## config.mk

```make
export PLATFORM = sky130hd
export DESIGN_NAME = pmrc_top
export DESIGN_NICKNAME = d
export VERILOG_FILES = /design/src/rtl/pmrc_pkg.sv /design/src/rtl/pmrc_top.sv
export SDC_FILE = /design/constraint.sdc
export NUM_CORES = 1
export LEC_CHECK = 0
export BUFFER_PORTS_ARGS = -buffer_cell sky130_fd_sc_hd__buf_2
export CAP_MARGIN = 5
export CORE_UTILIZATION = 50
export DETAILED_ROUTE_END_ITERATION = 7
export PLACE_DENSITY_LB_ADDON = 0.08
export SLEW_MARGIN = 20
export SYNTH_ARGS = -nofsm -noshare
export SYNTH_HDL_FRONTEND = slang
export SYNTH_SLANG_ARGS = --single-unit
```

## constraint.sdc

```tcl
create_clock -name i_ref_clk -period 3.8 [get_ports i_ref_clk]
set_clock_uncertainty 0.15 [all_clocks]
set_input_delay 0.95 -clock i_ref_clk [delete_from_list [all_inputs] [get_ports i_ref_clk]]
set_output_delay 0.95 -clock i_ref_clk [all_outputs]
set_load 0.05 [all_outputs]
```

## src/rtl/pmrc_pkg.sv

```systemverilog
// package for the power mode and reset controller
// assumes a 100 MHz i_ref_clk and a 32-bit AXI4-Lite register bus
package pmrc_pkg;
	// register byte offsets
	localparam logic [7:0] SYS_CTRL_ONE_OFS = 8'h00;
	localparam logic [7:0] SYS_CTRL_TWO_OFS = 8'h04;
	localparam logic [7:0] RST_SEL_ONE_OFS  = 8'h08;
	localparam logic [7:0] RST_SEL_TWO_OFS  = 8'h0C;
	localparam logic [7:0] WAKE_OPT_OFS     = 8'h10;
	localparam logic [7:0] LVL_CTRL_OFS     = 8'h14;
	localparam logic [7:0] DISP_CTRL_OFS    = 8'h18;
	localparam logic [7:0] STATUS_OFS       = 8'h1C;
	// field positions
	localparam int SLEEP_BIT   = 0;
	localparam int PERMIT_BIT  = 2;
	localparam int WAKE_BIT    = 0;
	localparam int INHIBIT_BIT = 0;
	// reset values
	localparam logic [3:0] SEL_RST    = 4'h0;
	localparam logic [1:0] STROBE_RST = 2'h0;
	localparam logic [1:0] RESP_OKAY   = 2'h0;
	localparam logic [1:0] RESP_SLVERR = 2'h2;
	// timing
	localparam int CLK_PERIOD_NS  = 10;
	localparam int PIN_FILT_NS    = 10000;
	localparam int PIN_FILT_CYC   = (PIN_FILT_NS + CLK_PERIOD_NS - 1) / CLK_PERIOD_NS;
	localparam int DEBOUNCE_MS    = 16;
	localparam int DEBOUNCE_CYC   = (DEBOUNCE_MS * 1000000) / CLK_PERIOD_NS;
	localparam int CPU_RST_CYCLES = 32768;
	localparam int SYS_RST_CYCLES = 16;

	typedef enum logic [1:0] {
		PMRC_ACTIVE  = 2'b00,
		PMRC_STANDBY = 2'b01,
		PMRC_SLEEP   = 2'b10,
		PMRC_WAKE    = 2'b11
	} pmrc_mode_t;

	typedef struct packed {
		logic [3:0] sel_one;
		logic [3:0] sel_two;
		logic       wake_opt;
		logic [1:0] strobe_sel;
	} pmrc_opt_t;
endpackage

```

## src/rtl/pmrc_top.sv

```systemverilog
// power mode and reset controller: active, standby and sleep modes,
// six reset sources collected into stretched system and cpu resets.
// assumes i_sys_rst is the power-on reset and all inputs are synchronous.
`timescale 1ns/1ps
module pmrc_top
	import pmrc_pkg::*;
#(
	parameter int DEB_CYC     = DEBOUNCE_CYC,
	parameter int CPU_RST_CYC = CPU_RST_CYCLES,
	parameter int SYS_RST_CYC = SYS_RST_CYCLES
) (
	input  wire logic        i_ref_clk,
	input  wire logic        i_sys_rst,
	input  wire logic [7:0]  i_awaddr,
	input  wire logic        i_awvalid,
	output logic             o_awready,
	input  wire logic [31:0] i_wdata,
	input  wire logic [3:0]  i_wstrb,
	input  wire logic        i_wvalid,
	output logic             o_wready,
	output logic [1:0]       o_bresp,
	output logic             o_bvalid,
	input  wire logic        i_bready,
	input  wire logic [7:0]  i_araddr,
	input  wire logic        i_arvalid,
	output logic             o_arready,
	output logic [31:0]      o_rdata,
	output logic [1:0]       o_rresp,
	output logic             o_rvalid,
	input  wire logic        i_rready,
	input  wire logic        i_halt,
	input  wire logic        i_irq_pending,
	input  wire logic        i_reset_pin,
	input  wire logic [3:0]  i_input_port_pins,
	input  wire logic        i_wdog_expired,
	input  wire logic        i_osc_stopped,
	input  wire logic        i_level_busy,
	input  wire logic        i_port_write,
	output logic             o_sys_rst,
	output logic             o_cpu_rst,
	output logic             o_cpu_clk_en,
	output logic             o_osc_en,
	output logic             o_periph_en,
	output logic             o_level_en,
	output logic             o_bidir_hiz,
	output logic             o_input_port_en,
	output logic             o_strobe,
	output logic [1:0]       o_mode
);

	////////////////////////////////////////////////////////////////
	// register state
	pmrc_mode_t  mode_q;
	pmrc_opt_t   opt_q;
	logic        permit_q;
	logic        sleep_flag_q;
	logic        inhibit_q;
	logic [31:0] sys_cnt_q;
	logic [31:0] cpu_cnt_q;
	logic [31:0] pin_cnt_q;
	logic [31:0] port_cnt_q;
	logic        sys_rst_q;
	logic        cpu_rst_q;
	logic [3:0]  term;
	logic        combo;
	logic        pin_fire;
	logic        port_fire;
	logic        osc_fire;
	logic        sleep_go;
	logic        rst_src;
	logic        wake;
	logic        wr_go;
	logic [7:0]  aw_q;
	logic [31:0] w_q;
	logic        aw_have_q;
	logic        w_have_q;

	////////////////////////////////////////////////////////////////
	// reset source detection
	generate
		for (genvar n = 0; n < 4; n++) begin : g_term
			always_comb begin
				case ({opt_q.sel_one[n], opt_q.sel_two[n]})
					2'b00:   term[n] = 1'b0;
					2'b01:   term[n] = i_input_port_pins[n];
					2'b10:   term[n] = ~i_input_port_pins[n];
					default: term[n] = 1'b1;
				endcase
			end
		end
	endgenerate
	assign combo = &term;

	// sleep uses the short filter, otherwise the debouncer
	assign pin_fire  = (mode_q == PMRC_SLEEP) ? (pin_cnt_q == 32'(PIN_FILT_CYC - 1)) && i_reset_pin
						: (pin_cnt_q == 32'(DEB_CYC - 1)) && i_reset_pin;
	// sleep wake by combination is immediate and only with the option set
	assign port_fire = (mode_q == PMRC_SLEEP) ? combo && opt_q.wake_opt
						: (port_cnt_q == 32'(DEB_CYC - 1)) && combo;
	// supervisor is blind while the oscillator is off or starting
	assign osc_fire  = i_osc_stopped && !inhibit_q
						&& (mode_q == PMRC_ACTIVE || mode_q == PMRC_STANDBY);
	assign wr_go     = aw_have_q && w_have_q && !o_bvalid;
	assign sleep_go  = wr_go && aw_q == SYS_CTRL_ONE_OFS && w_q[SLEEP_BIT]
						&& permit_q && mode_q == PMRC_ACTIVE;
	assign wake      = (mode_q == PMRC_SLEEP) && (pin_fire || port_fire);
	assign rst_src   = pin_fire || port_fire || i_wdog_expired || osc_fire || sleep_go;

	always_ff @(posedge i_ref_clk) begin
		if (i_sys_rst || !i_reset_pin) begin
			pin_cnt_q <= 32'h0000_0000;
		end else if (!pin_fire) begin
			pin_cnt_q <= pin_cnt_q + 32'h0000_0001;
		end
	end

	always_ff @(posedge i_ref_clk) begin
		if (i_sys_rst || !combo || mode_q == PMRC_SLEEP) begin
			port_cnt_q <= 32'h0000_0000;
		end else if (!port_fire) begin
			port_cnt_q <= port_cnt_q + 32'h0000_0001;
		end
	end

	////////////////////////////////////////////////////////////////
	// reset stretching
	always_ff @(posedge i_ref_clk) begin
		if (i_sys_rst || rst_src) begin
			sys_cnt_q <= 32'(SYS_RST_CYC - 1);
			sys_rst_q <= 1'b1;
		end else if (sys_cnt_q != 32'h0000_0000) begin
			sys_cnt_q <= sys_cnt_q - 32'h0000_0001;
			sys_rst_q <= 1'b1;
		end else begin
			sys_rst_q <= (mode_q == PMRC_SLEEP);
		end
	end

	// cpu delay only runs once the oscillator is running again
	always_ff @(posedge i_ref_clk) begin
		if (i_sys_rst || rst_src || mode_q == PMRC_SLEEP) begin
			cpu_cnt_q <= 32'(CPU_RST_CYC - 1);
			cpu_rst_q <= 1'b1;
		end else if (cpu_cnt_q != 32'h0000_0000) begin
			cpu_cnt_q <= cpu_cnt_q - 32'h0000_0001;
			cpu_rst_q <= 1'b1;
		end else begin
			cpu_rst_q <= 1'b0;
		end
	end

	////////////////////////////////////////////////////////////////
	// mode machine
	always_ff @(posedge i_ref_clk) begin
		if (i_sys_rst) begin
			mode_q <= PMRC_WAKE;
		end else begin
			case (mode_q)
				PMRC_ACTIVE: begin
					if (sleep_go) begin
						mode_q <= PMRC_SLEEP;
					end else if (rst_src) begin
						mode_q <= PMRC_WAKE;
					end else if (i_halt && !cpu_rst_q) begin
						mode_q <= PMRC_STANDBY;
					end
				end
				PMRC_STANDBY: begin
					if (rst_src) begin
						mode_q <= PMRC_WAKE;
					end else if (i_irq_pending) begin
						mode_q <= PMRC_ACTIVE;
					end
				end
				PMRC_SLEEP: begin
					if (wake) begin
						mode_q <= PMRC_WAKE;
					end
				end
				default: begin
					if (cpu_cnt_q == 32'h0000_0000 && !cpu_rst_q) begin
						mode_q <= PMRC_ACTIVE;
					end else if (sleep_go) begin
						mode_q <= PMRC_SLEEP;
					end
				end
			endcase
		end
	end

	always_ff @(posedge i_ref_clk) begin
		if (i_sys_rst || wake) begin
			sleep_flag_q <= 1'b0;
		end else if (sleep_go) begin
			sleep_flag_q <= 1'b1;
		end
	end

	////////////////////////////////////////////////////////////////
	// pin and clock controls, all registered
	always_ff @(posedge i_ref_clk) begin
		if (i_sys_rst) begin
			o_cpu_clk_en    <= 1'b0;
			o_osc_en        <= 1'b1;
			o_periph_en     <= 1'b1;
			o_level_en      <= 1'b0;
			o_bidir_hiz     <= 1'b0;
			o_input_port_en <= 1'b1;
			o_strobe        <= 1'b1;
			o_mode          <= PMRC_WAKE;
		end else begin
			// halted cpu keeps state because its clock is simply gated
			o_cpu_clk_en    <= mode_q == PMRC_ACTIVE && !cpu_rst_q;
			o_osc_en        <= mode_q != PMRC_SLEEP;
			o_periph_en     <= mode_q != PMRC_SLEEP;
			o_level_en      <= mode_q == PMRC_ACTIVE
						|| (mode_q == PMRC_STANDBY && i_level_busy && o_level_en);
			o_bidir_hiz     <= mode_q == PMRC_SLEEP;
			o_input_port_en <= mode_q != PMRC_SLEEP || opt_q.wake_opt;
			case (opt_q.strobe_sel)
				2'h0:    o_strobe <= cpu_rst_q;
				2'h1:    o_strobe <= i_port_write;
				2'h2:    o_strobe <= sleep_flag_q;
				default: o_strobe <= cpu_rst_q || i_port_write;
			endcase
			o_mode          <= mode_q;
		end
	end
	assign o_sys_rst = sys_rst_q;
	assign o_cpu_rst = cpu_rst_q;

	////////////////////////////////////////////////////////////////
	// axi4-lite write side
	always_ff @(posedge i_ref_clk) begin
		if (i_sys_rst) begin
			aw_have_q <= 1'b0;
			w_have_q  <= 1'b0;
			aw_q      <= 8'h00;
			w_q       <= 32'h0000_0000;
			o_bvalid  <= 1'b0;
			o_bresp   <= RESP_OKAY;
		end else begin
			if (i_awvalid && o_awready) begin
				aw_have_q <= 1'b1;
				aw_q      <= {i_awaddr[7:2], 2'b00};
			end
			if (i_wvalid && o_wready) begin
				w_have_q <= 1'b1;
				w_q      <= i_wstrb[0] ? i_wdata : 32'h0000_0000;
			end
			if (wr_go) begin
				aw_have_q <= 1'b0;
				w_have_q  <= 1'b0;
				o_bvalid  <= 1'b1;
				o_bresp   <= (aw_q > STATUS_OFS) ? RESP_SLVERR : RESP_OKAY;
			end else if (o_bvalid && i_bready) begin
				o_bvalid <= 1'b0;
			end
		end
	end
	assign o_awready = !aw_have_q && !o_bvalid;
	assign o_wready  = !w_have_q && !o_bvalid;

	// only power-on clears the options and the permit latch
	always_ff @(posedge i_ref_clk) begin
		if (i_sys_rst) begin
			opt_q    <= '{SEL_RST, SEL_RST, 1'b0, STROBE_RST};
			permit_q <= 1'b0;
		end else if (wr_go) begin
			case (aw_q)
				SYS_CTRL_TWO_OFS: permit_q         <= w_q[PERMIT_BIT];
				RST_SEL_ONE_OFS:  opt_q.sel_one    <= w_q[3:0];
				RST_SEL_TWO_OFS:  opt_q.sel_two    <= w_q[3:0];
				WAKE_OPT_OFS:     opt_q.wake_opt   <= w_q[WAKE_BIT];
				DISP_CTRL_OFS:    opt_q.strobe_sel <= w_q[1:0];
				default: ;
			endcase
		end
	end

	// inhibit is cleared by every system reset
	always_ff @(posedge i_ref_clk) begin
		if (i_sys_rst || sys_rst_q) begin
			inhibit_q <= 1'b0;
		end else if (wr_go && aw_q == LVL_CTRL_OFS) begin
			inhibit_q <= w_q[INHIBIT_BIT];
		end
	end

	////////////////////////////////////////////////////////////////
	// axi4-lite read side
	always_ff @(posedge i_ref_clk) begin
		if (i_sys_rst) begin
			o_rvalid <= 1'b0;
			o_rdata  <= 32'h0000_0000;
			o_rresp  <= RESP_OKAY;
		end else if (i_arvalid && o_arready) begin
			o_rvalid <= 1'b1;
			o_rresp  <= RESP_OKAY;
			case ({i_araddr[7:2], 2'b00})
				SYS_CTRL_ONE_OFS: o_rdata <= 32'(sleep_flag_q);
				SYS_CTRL_TWO_OFS: o_rdata <= 32'({permit_q, 2'b00});
				RST_SEL_ONE_OFS:  o_rdata <= 32'(opt_q.sel_one);
				RST_SEL_TWO_OFS:  o_rdata <= 32'(opt_q.sel_two);
				WAKE_OPT_OFS:     o_rdata <= 32'(opt_q.wake_opt);
				LVL_CTRL_OFS:     o_rdata <= 32'(inhibit_q);
				DISP_CTRL_OFS:    o_rdata <= 32'(opt_q.strobe_sel);
				STATUS_OFS:       o_rdata <= 32'({cpu_rst_q, sys_rst_q, mode_q});
				default: begin
					o_rdata <= 32'h0000_0000;
					o_rresp <= RESP_SLVERR;
				end
			endcase
		end else if (o_rvalid && i_rready) begin
			o_rvalid <= 1'b0;
		end
	end
	assign o_arready = !o_rvalid;

endmodule

```

==> impl_metrics.env <==
export IMPL_clk_latency_ps=430
export IMPL_crit_family="simple AND/OR/NAND/NOR gates"
export IMPL_p_total_mw=3.78
export IMPL_multi_input_area_mm2=0.00443
export IMPL_fin_crit_sh_pct=85.0
export IMPL_seq_power_share_pct=49.0
export IMPL_numPortBuffers=56
export IMPL_gp_congestion=0.765
export IMPL_rrSetupSlack_ps=570
export IMPL_cp_max_fo=12
export IMPL_switchingPower_mw=0.873
export IMPL_vias=6717
export IMPL_period_minus_slack_ps=3230
export IMPL_required_ps=3960
export IMPL_grt_max_degree=48
export IMPL_slew_headroom_pct=41.9
export IMPL_synth_cell_type_count=56
export IMPL_r2r_start="cpu_cnt_q[12]"
export IMPL_initial_utilization_pct=51.7
export IMPL_fp_row_count=46
export IMPL_ir_drop_mv=0.355
export IMPL_grt_total_usage_pct=20.3
export IMPL_critPathMaxStageDelay_ps=720
export IMPL_netlist_area_mm2=0.00827
export IMPL_synthArstFlopShare_pct=0
export IMPL_drt_vias_per_instance=5.38
export IMPL_synth_top_area_share_pct=42.1
export IMPL_htreeDepth=4
export IMPL_hold_path_class="reg2reg"
export IMPL_met1_length_um=8370
export IMPL_fillers=1489
export IMPL_grt_pass1_wl_um=27800
export IMPL_crit_arrival_ps=3390
export IMPL_core_area_mm2=0.0160
export IMPL_yosysWarnings=0
export IMPL_setup_viol=0
export IMPL_clk_pin_slew_ps=60
export IMPL_setup_tns_ps=0
export IMPL_grt_pass1_vias=5942
export IMPL_synth_seq_cells=174
export IMPL_cp_slowest_cell="or4b_1"
export IMPL_dr_max_layer_used="met4"
export IMPL_ctsLongestPathBuffers=2
export IMPL_drv_cap=0
export IMPL_drt_initial_drc_count=310
export IMPL_finalMaxSlewViolations=0
export IMPL_drc_errors=0
export IMPL_cpMostUsedCell="nor2_1"
export IMPL_numCtsBuffers=17
export IMPL_wl_met2_um=7460
export IMPL_cp_start_kind="register"
export IMPL_drive_above_1_share_pct=11.3
export IMPL_synth_top_area_cell="dfxtp_1"
export IMPL_yosysSeqAreaShare_pct=42.1
export IMPL_cts_root_buf="clkbuf_16"
export IMPL_hold_slack_ps=327
export IMPL_cts_post_setup_buffers_inserted=0
export IMPL_status="completed"
export IMPL_yosys_cell_count_top_type="dfxtp_1"
export IMPL_power_frac_clock_pct=45.5
export IMPL_fp_dieW_um=131
export IMPL_max_freq_mhz=310
export IMPL_fin_nets=1093
export IMPL_wire_per_inst_um=13.4
export IMPL_synth_edf_count=0
export IMPL_seq_area_mm2=0.00348
export IMPL_area_delta_synth_final_pct=11.6
export IMPL_combPwrFrac_pct=5.5
export IMPL_cts_tree="done"
export IMPL_min_from="w_q[3]"
export IMPL_cts_sinks=174
export IMPL_firstDrtPassIters=4
export IMPL_dieHeight_um=131
export IMPL_avgSynthCellArea_um2=8.46
export IMPL_cp_buffers_inverters=1
export IMPL_ys_top_cells_by_count="174 x dfxtp_1, 147 x nor2_1, 65 x nand2_1"
export IMPL_wirelength_um=16700
export IMPL_worstSetupPathType="reg2reg"
export IMPL_cp_cell_sequence="or4_4 > or4_1 > or4b_1 > buf_4 > nor2_1 > nor2_1 > a311o_1"
export IMPL_grt_overflow=0
export IMPL_final_hold_viol_count=0
export IMPL_dieArea_mm2=0.0171
export IMPL_hpwl_um=11700
export IMPL_boundaryPins=122
export IMPL_syn_inst=978
export IMPL_internal_power_mw=2.91
export IMPL_hold_buffers=0
export IMPL_swShare_pct=23.1
export IMPL_antenna_left=0
export IMPL_antenna_found_initial=0
export IMPL_cts_resized=0
export IMPL_yosys_top_cells_area="dfxtp_1 42%, nor2_1 6.7%, xnor2_1 5.8%"
export IMPL_tightest_slew_ps=872
export IMPL_leakage_nw=3.26
export IMPL_crit_path_end_kind="register"
export IMPL_insertedDiodeCount=0
export IMPL_synth_flop_cell="dfxtp_1"
export IMPL_final_core_util_pct=57.7
export IMPL_rsz0062_at_grt="false"
export IMPL_startpoint="cpu_cnt_q[12]"
export IMPL_wl_met3_um=646
export IMPL_p_per_area_mw_per_mm2=410
[power groups by stage]
stage               clock [mW]  combinational [mW]  sequential (mW)
floorplan                    0               0.177             1.90
global placement             0               0.207             1.90
detailed placement           0               0.207             1.89
CTS                       1.77               0.208             1.85
global route              1.84               0.225             1.86
finish                    1.72               0.206             1.85
[registers in the layout, indices dropped and copies added, names as in the netlist, 2 cells and up]
| name | flops |
|---|---|
| opt_q | 11 |
| port_cnt_q | 32 |
| pin_cnt_q | 32 |
| mode_q | 2 |
| aw_q | 6 |
| o_rdata | 4 |
| w_q | 4 |
| cpu_cnt_q | 32 |
| o_mode | 2 |
| sys_cnt_q | 32 |
[layout by cell type, fill, tap and decap left out, types with 8 or more instances in the layout]
cell type / synthesis / routed
nand2b_1: 9 / 9
nor4_1: 44 / 42
dfxtp_1: 174 / 174
mux2i_1: 26 / 26
nand2_1: 65 / 65
a211oi_1: 8 / 8
or3_1: 36 / 36
o31ai_1: 11 / 11
clkbuf_16: 0 / 17
nand3_1: 41 / 41
xor2_1: 31 / 31
buf_4: 31 / 13
nor2_1: 147 / 147
or2_2: 8 / 8
inv_1: 17 / 17
conb_1: 1 / 30
nand3b_1: 8 / 8
nand4_1: 25 / 25
a21oi_1: 39 / 39
nor3_1: 33 / 33
or4_1: 29 / 29
and3_1: 8 / 8
xnor2_1: 55 / 55
o21ai_0: 25 / 25
buf_2: 7 / 56
[through the flow]
| stage | std cells | area, µm² | setup slack [ps] |
|---|---|---|---|
| CTS | 1248 | 9230 | 556 |
| finish | 1248 | 9230 | 570 |
| global route | 1248 | 9230 | 445 |
| detailed placement | 1216 | 8640 | 543 |
| floorplan | 1007 | 8380 | 928 |
| global placement | 1216 | 8640 | 571 |
[final cells by class]
type	count	area share, %
Inverter	17	0.691
Clock buffer	23	5.18
Timing Repair Buffer	70	4.31
Sequential cell	174	37.7
Tap cell	216	2.93
Multi-Input combinational cell	739	48.0
Clock inverter	9	1.19
[cells by family after synthesis]
kind of cell	after synthesis	synth area share (%)
and+or+nand+nor	483	30.2
buffers and inverters	94	6.00
other	1	0.0453
adders and majority gates	4	0.605
AOI/OAI and AO/OA	106	7.97
DFF	174	42.1
xor gates and xnor gates	86	9.10
muxes	30	3.96
[worst register-to-register path, cell delays in order, from the launching register on]
cell and delay [ps]:
dfxtp_1 360, or4_4 570, or4_1 610, or4b_1 720
buf_4 260, nor2_1 100, nor2_1 40, a311o_1 310
[worst paths after layout]
check                   end  depth (start not counted)
setup / recovery  mode_q[0]                          7
hold / removal       w_q[3]                          2
setup reg to reg  mode_q[0]                          7
hold reg to reg      w_q[3]                          2
[metal layers]
metal,GRT usage [%],up-vias
met2,33.2,113
met1,26.9,3090
met5,0,-
li1,-,3494
met4,6.96,0
met3,3.54,20
(Power assumes the default switching activity.)
